$ cat config.mk
export PLATFORM = sky130hd
export DESIGN_NAME = dio_edge_level_wait_port
export DESIGN_NICKNAME = d
export VERILOG_FILES = /design/src/dio_wait_pkg.sv /design/src/dio_edge_level_wait_port.sv
export SDC_FILE = /design/constraint.sdc
export NUM_CORES = 1
export LEC_CHECK = 0
export BUFFER_PORTS_ARGS = -buffer_cell sky130_fd_sc_hd__buf_2
export CAP_MARGIN = 20
export CORE_MARGIN = 4
export CORE_UTILIZATION = 35
export CTS_CLUSTER_SIZE = 24
export DETAILED_ROUTE_END_ITERATION = 16
export PLACE_DENSITY = 0.58
export SYNTH_ARGS = -nofsm -noshare
export SYNTH_HDL_FRONTEND = slang
export SYNTH_SLANG_ARGS = --single-unit
$ cat constraint.sdc
create_clock -name mclk -period 8.36 [get_ports mclk]
set_clock_uncertainty 0.05 [all_clocks]
set_input_delay 0.836 -clock mclk [delete_from_list [all_inputs] [get_ports mclk]]
set_output_delay 0.836 -clock mclk [all_outputs]
set_load 0.05 [all_outputs]
$ cat src/dio_wait_pkg.sv
// Constants, register map and carrier types for the edge/level wait I/O port.
// Assumes a single 40 MHz clock and an AHB-Lite register slave.
package dio_wait_pkg;
   localparam int unsigned NUM_GROUPS = 2;
   localparam int unsigned GROUP_W = 8;
   localparam int unsigned NUM_LINES = NUM_GROUPS * GROUP_W;
   localparam int unsigned NUM_NBR = 4;
   localparam int unsigned NUM_TRIG = 8;
   localparam int unsigned NUM_WAIT_SRC = NUM_LINES + NUM_NBR + NUM_TRIG + 2;
   localparam int unsigned SRC_W = 5;
   localparam int unsigned TMO_W = 32;
   // Register byte addresses
   localparam logic [11:0] REG_LINE_OUT = 12'h000;
   localparam logic [11:0] REG_LINE_OE = 12'h004;
   localparam logic [11:0] REG_LINE_IN = 12'h008;
   localparam logic [11:0] REG_NBR_TRIG_OUT = 12'h00c;
   localparam logic [11:0] REG_NBR_TRIG_OE = 12'h010;
   localparam logic [11:0] REG_NBR_TRIG_IN = 12'h014;
   localparam logic [11:0] REG_CTRL = 12'h018;
   localparam logic [11:0] REG_WAIT_CMD = 12'h01c;
   localparam logic [11:0] REG_WAIT_TMO = 12'h020;
   localparam logic [11:0] REG_WAIT_STAT = 12'h024;
   localparam logic [11:0] REG_IRQ_STAT = 12'h028;
   localparam logic [11:0] REG_IRQ_MASK = 12'h02c;
   localparam logic [11:0] REG_GROUP_BASE = 12'h040;
   // Control register fields
   localparam int unsigned CTRL_SLOT_TWO = 0;
   localparam int unsigned CTRL_GROUP_MODE = 1;
   // Wait command fields: kind in [2:0], source in [12:8]
   localparam int unsigned CMD_SRC_LSB = 8;
   // Status bits
   localparam int unsigned ST_BUSY = 0;
   localparam int unsigned ST_MATCH = 1;
   localparam int unsigned ST_TIMEOUT = 2;
   localparam int unsigned ST_MIX_ERR = 3;
   localparam int unsigned ST_STAR_ERR = 4;
   // Interrupt events
   localparam int unsigned IRQ_DONE = 0;
   localparam int unsigned IRQ_TMO = 1;
   localparam int unsigned IRQ_MIX = 2;
   localparam int unsigned IRQ_STAR = 3;
   localparam int unsigned IRQ_W = 4;
   // Wait sources beyond the digital lines
   localparam logic [SRC_W-1:0] SRC_NBR_BASE = 5'd16;
   localparam logic [SRC_W-1:0] SRC_TRIG_BASE = 5'd20;
   localparam logic [SRC_W-1:0] SRC_STAR = 5'd28;
   localparam logic [SRC_W-1:0] SRC_REF = 5'd29;

   typedef enum logic [2:0] {
      WK_ANY = 3'h0,
      WK_RISE = 3'h1,
      WK_FALL = 3'h2,
      WK_HIGH = 3'h3,
      WK_LOW = 3'h4
   } wait_kind_t;

   typedef enum logic [1:0] {
      WS_IDLE = 2'b01,
      WS_WAIT = 2'b10
   } wait_state_t;

   typedef struct packed {
      logic [31:0] haddr;
      logic [1:0] htrans;
      logic hwrite;
      logic [2:0] hsize;
      logic hsel;
      logic hready;
      logic [31:0] hwdata;
   } ahb_req_t;

   typedef struct packed {
      logic [NUM_LINES-1:0] line;
      logic [NUM_NBR-1:0] right_nbr;
      logic [NUM_NBR-1:0] left_nbr;
      logic [NUM_TRIG-1:0] trig;
      logic star;
   } pin_vec_t;
endpackage

$ cat src/dio_edge_level_wait_port.sv
// Digital line port with output data/enable per line, eight-line groups and an
// edge/level wait unit with timeout, reached over AHB-Lite.
// Assumes pin inputs are synchronous to mclk and the bench resolves pads.
//
// Overview of operation
// Any-edge wait stalls until the line changes either way or times out.
// Falling-edge wait stalls until high-to-low or timeout.
// Rising-edge wait stalls until low-to-high or timeout.
// High-level wait releases once line samples high, else waits for timeout.
// Low-level wait releases once line samples low, else waits for timeout.
// Timeout is a signed count of module clock cycles.
// Zero timeout ends the wait at once as timed out.
// Negative timeout never expires; only the condition ends the wait.
// Positive timeout counts that many cycles then reports timed out.
// Lines form eight-line groups, accessible as group or single line.
// Outputs driven as groups or as lines, never mixed; mixing is rejected.
// Each line, neighbour and trigger has its own output data and enable.
// Chassis reference clock is input only, never driven.
// Module clock may phase-lock to reference; frequency is unchanged.
// In slot two each left neighbour line acts as star trigger line.
// In slot two the star trigger line is neither read nor driven.
// Edges compare current and previous samples; levels use current sample.
//
// Design decisions made here: the AHB-Lite slave port and the register addresses.
`timescale 1ns/1ps
module dio_edge_level_wait_port (
   // Clock and reset
   input wire logic mclk,
   input wire logic srst,
   // AHB-Lite slave
   input wire dio_wait_pkg::ahb_req_t ahb_req,
   output logic [31:0] hrdata,
   output logic hreadyout,
   output logic hresp,
   // Pins in
   input wire dio_wait_pkg::pin_vec_t pin_in,
   input wire logic chassis_ref_clock,
   // Pins out
   output dio_wait_pkg::pin_vec_t pin_out,
   output dio_wait_pkg::pin_vec_t pin_oe,
   // Clock alignment request to the clock generator
   output logic phase_lock_req,
   // Wait unit status toward user logic
   output logic wait_busy,
   output logic irq
);
   typedef struct packed {
      logic [31:0] hrdata;
      logic wr_pend;
      logic [11:0] waddr;
      dio_wait_pkg::pin_vec_t out_ff;
      dio_wait_pkg::pin_vec_t oe_ff;
      dio_wait_pkg::pin_vec_t smp;
      dio_wait_pkg::pin_vec_t prv;
      logic ref_smp;
      logic ref_prv;
      logic slot_two;
      logic lock_req;
      logic [1:0] used_mode; // bit0 line writes seen, bit1 group writes seen
      dio_wait_pkg::wait_state_t st;
      dio_wait_pkg::wait_kind_t kind;
      logic [dio_wait_pkg::SRC_W-1:0] src;
      logic signed [dio_wait_pkg::TMO_W-1:0] tmo_reg;
      logic signed [dio_wait_pkg::TMO_W-1:0] cnt;
      logic match;
      logic timed_out;
      logic mix_err;
      logic star_err;
      logic [dio_wait_pkg::IRQ_W-1:0] irq_stat;
      logic [dio_wait_pkg::IRQ_W-1:0] irq_mask;
      logic irq;
   } state_t;

   state_t cur_ff, nxt_st;

   // Current and previous sample of every wait source
   logic [dio_wait_pkg::NUM_WAIT_SRC-1:0] src_now, src_old;
   assign src_now = {cur_ff.ref_smp, cur_ff.smp.star, cur_ff.smp.trig,
                     cur_ff.smp.right_nbr, cur_ff.smp.line};
   assign src_old = {cur_ff.ref_prv, cur_ff.prv.star, cur_ff.prv.trig,
                     cur_ff.prv.right_nbr, cur_ff.prv.line};

   // Neighbour sources: left lines outside slot two, right lines in it (left are star)
   logic [dio_wait_pkg::NUM_WAIT_SRC-1:0] eff_now, eff_old;
   always_comb begin
      eff_now = src_now;
      eff_old = src_old;
      if (!cur_ff.slot_two) begin
         eff_now[dio_wait_pkg::SRC_NBR_BASE +: dio_wait_pkg::NUM_NBR] = cur_ff.smp.left_nbr;
         eff_old[dio_wait_pkg::SRC_NBR_BASE +: dio_wait_pkg::NUM_NBR] = cur_ff.prv.left_nbr;
      end else begin
         eff_now[dio_wait_pkg::SRC_STAR] = 1'b0;
         eff_old[dio_wait_pkg::SRC_STAR] = 1'b0;
      end
   end

   logic cur_bit, old_bit, hit;
   logic [31:0] rd_val;
   logic addr_ok;
   logic [11:0] a_addr;
   logic [11:0] grp_off;
   logic [2:0] grp_idx;
   logic [31:0] wd;

   always_comb begin
      nxt_st = cur_ff;
      cur_bit = eff_now[cur_ff.src];
      old_bit = eff_old[cur_ff.src];
      hit = 1'b0;
      rd_val = 32'h0000_0000;
      addr_ok = 1'b0;
      a_addr = ahb_req.haddr[11:0];
      grp_off = 12'h000;
      grp_idx = 3'h0;
      wd = ahb_req.hwdata;

      // Input sampling, two registers per pin: current and previous sample
      nxt_st.smp = pin_in;
      nxt_st.prv = cur_ff.smp;
      nxt_st.ref_smp = chassis_ref_clock;
      nxt_st.ref_prv = cur_ff.ref_smp;
      nxt_st.lock_req = cur_ff.slot_two | cur_ff.lock_req;

      // Read of interrupt status clears it first, so events set below win
      if (ahb_req.hsel && ahb_req.hready && ahb_req.htrans[1] && !ahb_req.hwrite &&
          a_addr == dio_wait_pkg::REG_IRQ_STAT) begin
         nxt_st.irq_stat = '0;
      end

      // Condition detection for the selected source
      case (cur_ff.kind)
         dio_wait_pkg::WK_ANY: hit = cur_bit ^ old_bit;
         dio_wait_pkg::WK_RISE: hit = cur_bit & ~old_bit;
         dio_wait_pkg::WK_FALL: hit = ~cur_bit & old_bit;
         dio_wait_pkg::WK_HIGH: hit = cur_bit;
         dio_wait_pkg::WK_LOW: hit = ~cur_bit;
         default: hit = 1'b0;
      endcase

      // Wait sequencer
      case (cur_ff.st)
         dio_wait_pkg::WS_IDLE: begin
         end
         dio_wait_pkg::WS_WAIT: begin
            if (hit) begin
               nxt_st.st = dio_wait_pkg::WS_IDLE;
               nxt_st.match = 1'b1;
               nxt_st.irq_stat[dio_wait_pkg::IRQ_DONE] = 1'b1;
            end else if (cur_ff.cnt == 32'sd1) begin
               nxt_st.st = dio_wait_pkg::WS_IDLE;
               nxt_st.timed_out = 1'b1;
               nxt_st.irq_stat[dio_wait_pkg::IRQ_TMO] = 1'b1;
            end else if (cur_ff.cnt > 32'sd1) begin
               nxt_st.cnt = cur_ff.cnt - 32'sd1;
            end
            // Negative count never reaches 1: no expiry
         end
         default: nxt_st.st = dio_wait_pkg::WS_IDLE;
      endcase

      // AHB read data for a new address phase
      if (ahb_req.hsel && ahb_req.hready && ahb_req.htrans[1]) begin
         addr_ok = 1'b1;
         if (a_addr >= dio_wait_pkg::REG_GROUP_BASE) begin
            grp_off = a_addr - dio_wait_pkg::REG_GROUP_BASE;
            grp_idx = grp_off[4:2];
         end
         case (a_addr)
            dio_wait_pkg::REG_LINE_OUT: rd_val = 32'(cur_ff.out_ff.line);
            dio_wait_pkg::REG_LINE_OE: rd_val = 32'(cur_ff.oe_ff.line);
            dio_wait_pkg::REG_LINE_IN: rd_val = 32'(cur_ff.smp.line);
            dio_wait_pkg::REG_NBR_TRIG_OUT: rd_val = {15'h0, cur_ff.out_ff.star,
               cur_ff.out_ff.trig, cur_ff.out_ff.left_nbr, cur_ff.out_ff.right_nbr};
            dio_wait_pkg::REG_NBR_TRIG_OE: rd_val = {15'h0, cur_ff.oe_ff.star,
               cur_ff.oe_ff.trig, cur_ff.oe_ff.left_nbr, cur_ff.oe_ff.right_nbr};
            dio_wait_pkg::REG_NBR_TRIG_IN: rd_val = {15'h0,
               cur_ff.smp.star & ~cur_ff.slot_two,
               cur_ff.smp.trig, cur_ff.smp.left_nbr, cur_ff.smp.right_nbr};
            dio_wait_pkg::REG_CTRL: rd_val = {28'h0, cur_ff.used_mode, cur_ff.lock_req,
               cur_ff.slot_two};
            dio_wait_pkg::REG_WAIT_CMD: rd_val = {19'h0, cur_ff.src, 5'h0, cur_ff.kind};
            dio_wait_pkg::REG_WAIT_TMO: rd_val = cur_ff.tmo_reg;
            dio_wait_pkg::REG_WAIT_STAT: rd_val = {27'h0, cur_ff.star_err, cur_ff.mix_err,
               cur_ff.timed_out, cur_ff.match, cur_ff.st == dio_wait_pkg::WS_WAIT};
            dio_wait_pkg::REG_IRQ_STAT: rd_val = 32'(cur_ff.irq_stat);
            dio_wait_pkg::REG_IRQ_MASK: rd_val = 32'(cur_ff.irq_mask);
            default: begin
               if (a_addr >= dio_wait_pkg::REG_GROUP_BASE && grp_off < 12'h008) begin
                  rd_val = 32'(cur_ff.out_ff.line[grp_idx[0]*8 +: 8]);
               end
            end
         endcase
         nxt_st.hrdata = rd_val;
      end
      nxt_st.wr_pend = addr_ok && ahb_req.hwrite;
      nxt_st.waddr = a_addr;

      // AHB write data phase
      if (cur_ff.wr_pend) begin
         case (cur_ff.waddr)
            dio_wait_pkg::REG_LINE_OUT, dio_wait_pkg::REG_LINE_OE: begin
               if (cur_ff.used_mode[1]) begin
                  nxt_st.mix_err = 1'b1;
                  nxt_st.irq_stat[dio_wait_pkg::IRQ_MIX] = 1'b1;
               end else begin
                  nxt_st.used_mode[0] = 1'b1;
                  if (cur_ff.waddr == dio_wait_pkg::REG_LINE_OUT)
                     nxt_st.out_ff.line = wd[dio_wait_pkg::NUM_LINES-1:0];
                  else
                     nxt_st.oe_ff.line = wd[dio_wait_pkg::NUM_LINES-1:0];
               end
            end
            dio_wait_pkg::REG_NBR_TRIG_OUT, dio_wait_pkg::REG_NBR_TRIG_OE: begin
               if (cur_ff.slot_two && wd[16]) begin
                  nxt_st.star_err = 1'b1;
                  nxt_st.irq_stat[dio_wait_pkg::IRQ_STAR] = 1'b1;
               end
               if (cur_ff.waddr == dio_wait_pkg::REG_NBR_TRIG_OUT)
                  {nxt_st.out_ff.star, nxt_st.out_ff.trig, nxt_st.out_ff.left_nbr,
                   nxt_st.out_ff.right_nbr} = wd[16:0];
               else
                  {nxt_st.oe_ff.star, nxt_st.oe_ff.trig, nxt_st.oe_ff.left_nbr,
                   nxt_st.oe_ff.right_nbr} = wd[16:0];
            end
            dio_wait_pkg::REG_CTRL: begin
               nxt_st.slot_two = wd[dio_wait_pkg::CTRL_SLOT_TWO];
               if (wd[dio_wait_pkg::CTRL_GROUP_MODE + 2]) nxt_st.used_mode = 2'b00;
            end
            dio_wait_pkg::REG_WAIT_TMO: nxt_st.tmo_reg = wd;
            dio_wait_pkg::REG_WAIT_CMD: begin
               if (cur_ff.st == dio_wait_pkg::WS_IDLE) begin
                  nxt_st.kind = dio_wait_pkg::wait_kind_t'(wd[2:0]);
                  nxt_st.src = wd[dio_wait_pkg::CMD_SRC_LSB +: dio_wait_pkg::SRC_W];
                  nxt_st.match = 1'b0;
                  nxt_st.timed_out = 1'b0;
                  if (cur_ff.tmo_reg == 32'sd0) begin
                     nxt_st.timed_out = 1'b1;
                     nxt_st.irq_stat[dio_wait_pkg::IRQ_TMO] = 1'b1;
                  end else begin
                     nxt_st.st = dio_wait_pkg::WS_WAIT;
                     nxt_st.cnt = cur_ff.tmo_reg;
                  end
               end
            end
            dio_wait_pkg::REG_WAIT_STAT: begin
               if (wd[dio_wait_pkg::ST_MIX_ERR]) nxt_st.mix_err = 1'b0;
               if (wd[dio_wait_pkg::ST_STAR_ERR]) nxt_st.star_err = 1'b0;
            end
            dio_wait_pkg::REG_IRQ_MASK: nxt_st.irq_mask = wd[dio_wait_pkg::IRQ_W-1:0];
            default: begin
               if (cur_ff.waddr >= dio_wait_pkg::REG_GROUP_BASE &&
                   cur_ff.waddr < dio_wait_pkg::REG_GROUP_BASE + 12'h010) begin
                  if (cur_ff.used_mode[0]) begin
                     nxt_st.mix_err = 1'b1;
                     nxt_st.irq_stat[dio_wait_pkg::IRQ_MIX] = 1'b1;
                  end else begin
                     nxt_st.used_mode[1] = 1'b1;
                     // Offsets 0x40/0x44 data, 0x48/0x4c enable of groups 0/1
                     if (cur_ff.waddr[3])
                        nxt_st.oe_ff.line[cur_ff.waddr[2]*8 +: 8] = wd[7:0];
                     else
                        nxt_st.out_ff.line[cur_ff.waddr[2]*8 +: 8] = wd[7:0];
                  end
               end
            end
         endcase
      end

      // Star trigger never driven in slot two
      if (nxt_st.slot_two) nxt_st.oe_ff.star = 1'b0;
      // Left neighbours serve as star lines in slot two; same drivers
      nxt_st.irq = |(nxt_st.irq_stat & nxt_st.irq_mask);
   end

   // State register
   always_ff @(posedge mclk) begin
      if (srst) begin
         cur_ff <= '0;
         cur_ff.st <= dio_wait_pkg::WS_IDLE;
      end else begin
         cur_ff <= nxt_st;
      end
   end

   // Outputs from flip-flops; hreadyout and hresp are constants
   assign hrdata = cur_ff.hrdata;
   assign hreadyout = 1'b1;
   assign hresp = 1'b0;
   assign pin_out = cur_ff.out_ff;
   assign pin_oe = cur_ff.oe_ff;
   assign phase_lock_req = cur_ff.lock_req;
   assign wait_busy = cur_ff.st == dio_wait_pkg::WS_WAIT;
   assign irq = cur_ff.irq;
endmodule

==> run_results.csv <==
group,metric,value,unit
synthesis,syn_avg_cell_area,8.66,um2
synthesis,synth_cell_types,67,
setup_path,worstSetupPathType,"reg2reg",
synthesis,synth_nets,1576,
global_route,grt_max_degree,102,
synthesis,synthFlopType,"dfxtp_1",
global_route,grt_util_all_layers,20.1,%
synthesis,ys_seq_elements,270,
setup_path,cpPeakStageDelay,0.91,ns
layout,fillers,3624,
layout,design_area,0.0143,mm2
synthesis,yosysSeqAreaShare,42.8,%
clock_network,cts_tree,"yes",
global_route,grt_overflow,0,
synthesis,synth_top_area_share,42.8,%
power,p_leak,5.82,nW
sta,fin_crit,4.39,ns
floorplanning,die_area,0.0392,mm2
drt,drc,0,
power,comb_power_share,5.0,%
power,internal_power,0.00223,W
clock_network,cts-buffers-inserted,28,
synthesis,synth_edf_count,0,
min_path,hp-start,"hrdata[18]",
global_route,antenna_found_initial,1,
power,ir_drop,0.131,mV
setup_path,critical_path.cell_chain,"mux4_2 > mux2i_1 > inv_1 > mux4_2 > nor2_1 > or2_2 > inv_1 > ha_1 > nor2b_1 > a211o_1 > a21o_1 > o31ai_1 > a211oi_4 > buf_4 > nand4b_1 > xor2_1 > a211oi_1",
floorplanning,rows,69,
floorplanning,num_io_pins,211,
power,p_sw_share,22.8,%
global_route,grt_pass1_vias,10300,
sta,slew_violations,0,
sta,rsz0062_at_grt,"no",
setup_path,critPathLaunch,"cur_ff[78]",
clock_network,hold_buffers,0,
place,portBuffers,184,
drt,num_vias,10700,
clock_network,cts_resized,0,
setup_path,r2r_cells,17,
sta,timing.final.crit_share,52.5,%
drt,drt-total-wl,41300,um
setup_path,r2r_slack,3.97,ns
synthesis,synth_common_cells,"270 x dfxtp_1, 182 x nand2_1, 148 x nor2_1, 102 x buf_4, 98 x a21oi_1",
synthesis,synth_top_cells_by_area,"dfxtp_1 43%, mux2i_1 6.3%, buf_4 6.1%, nand2_1 5.4%, nor2_1 4.4%",
sta,worst_pin_slew,1.10,ns
floorplanning,fp.dieH,198,um
drt,wire_per_inst,20.9,um
floorplanning,die_x,198,um
setup_path,crit_path_end_kind,"flop",
place,dpl_cell_area,0.0132,mm2
sta,setup-tns-final,0,ns
sta,finalWorstSetupSlack,3.97,ns
layout,multi_input_comb_area,0.00605,mm2
drt,drt_iter0_drc,858,
layout,post-route-util,40.1,%
status,run_status,"finished, final reports clean",
run,max_cap_viol_count,0,
clock_network,cts_setup_buffers,0,
sta,max_slew_margin,26.6,%
drt,dr.pass1.iters,7,
global_route,grt_pass1_wl,62000,um
layout,regArea,0.00541,mm2
place,place_ws,3.80,ns
power,p_per_area,202,mW/mm2
setup_path,cp-start-kind,"flop",
sta,final_hold_viol_count,0,
clock_network,cts_htree_levels,1,
min_path,worstHoldPathCells,2,
floorplanning,core_area,0.0356,mm2
setup_path,worst_path_max_delay_cell,"dfxtp_1",
clock_network,clk_latency,0.57,ns
layout,drive_gt1_share,19.1,%
synthesis,synthArstFlopShare,0,%
clock_network,cts_sinks,270,
drt,viasPerCell,5.40,
synthesis,netlist_instances,1460,
sta,timing.fmax,228,MHz
synthesis,synth.most_common_cell,"dfxtp_1",
min_path,hp-class,"reg2reg",
synthesis,syn_area,0.0126,mm2
sta,hold_slack,0.401,ns
setup_path,crit_required,8.76,ns
place,place_hpwl,29400,um
setup_path,crit_arrival,4.80,ns
power,switchingPower,0.000659,W
place,routabilityCongestion,0.882,
clock_network,cts-root-buf,"clkbuf_16",
power,clockPowerShare,49.0,%
setup_path,reg2reg_from,"cur_ff[78]",
layout,nets,1614,
floorplanning,start_util,35.5,%
clock_network,clk_pin_slew,0.06,ns
power,seqPwrFrac,46.0,%
drt,drtAntennaViolNets,0,
sta,setup_viol,0,
synthesis,yosysTopAreaCell,"dfxtp_1",
clock_network,cts_max_path_buffers,3,
synthesis,synth_warnings,0,
min_path,holdPathEnd,"hrdata[18]",
setup_path,worstPathMaxFanout,36,
setup_path,r2r_end,"cur_ff[35]",
layout,area_delta_synth_final,13.0,%
layout,diodes,0,
==> placed cells by master, fill, tap and decap left out, types with 8 or more instances in the layout <==
cell and instances:
o21ai_0 26, mux4_2 14, nand3_1 44, nor2_1 148, nand2b_1 10, clkinv_2 8, a221oi_1 18, bufinv_16 8
and2_1 8, nor3_1 28, dfxtp_1 270, o21ai_1 8, a21oi_1 98, nor2b_1 82, inv_1 22, a222oi_1 12
xor2_1 18, buf_2 183, ha_1 8, a22oi_1 12, nand2_1 182, and3_1 17, nor4_1 15, mux2i_1 79
clkbuf_16 28, a311oi_1 9, a211oi_1 23, buf_4 17
==> area by class of cell <==
cell class,instances,area share [%]
Multi-Input combinational cell,973,42.4
Clock buffer,31,5.06
Tap cell,461,4.04
Sequential cell,270,37.9
Inverter,22,0.579
Timing Repair Buffer,203,7.68
Clock inverter,21,2.38
==> stage by stage <==
| stage | power, W | cells |
|---|---|---|
| after global routing | 0.00298 | 1981 |
| after CTS | 0.00291 | 1979 |
| after floorplan | 0.00144 | 1460 |
| after detailed placement | 0.00150 | 1927 |
| after global placement | 0.00150 | 1925 |
| final | 0.00289 | 1981 |
==> metal layers <==
layer,global-route usage (%),vias up,wire length [um]
li1,-,5080,-
met1,26.8,5124,17600
met2,33.6,427,19600
met3,3.23,67,2900
met4,6.12,2,1200
met5,0,-,17
==> worst max-delay path by stage <==
stage,to,slack [ns]
after global routing,cur_ff[35],3.72
after detailed placement,cur_ff[35],3.80
final,cur_ff[35],3.97
after floorplan,cur_ff[34],4.24
after CTS,cur_ff[22],3.72
after global placement,cur_ff[35],3.85
==> state kept, by name, summed over array words and instances (netlist names) <==
| name | cells |
|---|---|
| cur_ff | 170 |
| hrdata | 32 |
| irq | 1 |
| phase_lock_req | 1 |
| pin_oe | 33 |
| pin_out | 33 |
==> power groups by stage <==
stage               combinational (W)  clock [W]  sequential, W
CTS                          0.000144    0.00144        0.00133
global placement             0.000142          0        0.00136
global route                 0.000155    0.00149        0.00133
detailed placement           0.000143          0        0.00136
finish                       0.000144    0.00142        0.00133
floorplan                   0.0000964          0        0.00134
==> worst max-delay path: cells and delay by family (launching register included) <==
| kind | cells | cell delay (ns) |
|---|---|---|
| AOI/OAI and AO/OA | 5 | 0.85 |
| and+or+nand+nor | 4 | 0.51 |
| adders and majority gates | 1 | 0.25 |
| DFF | 1 | 0.91 |
| buffers and inverters | 3 | 0.46 |
| muxes | 3 | 1.02 |
| xor gates and xnor gates | 1 | 0.19 |
==> cell families after synthesis <==
kind of cell	count (synthesis)	share of synthesized area [%]
and+or+nand+nor	577	21.7
muxes	101	9.47
adders and majority gates	8	0.792
buffers and inverters	217	9.62
xor gates and xnor gates	20	1.39
other	2	0.0594
DFF	270	42.8
AOI/OAI and AO/OA	265	14.2
Note: power is estimated with default switching activity, not from simulation.
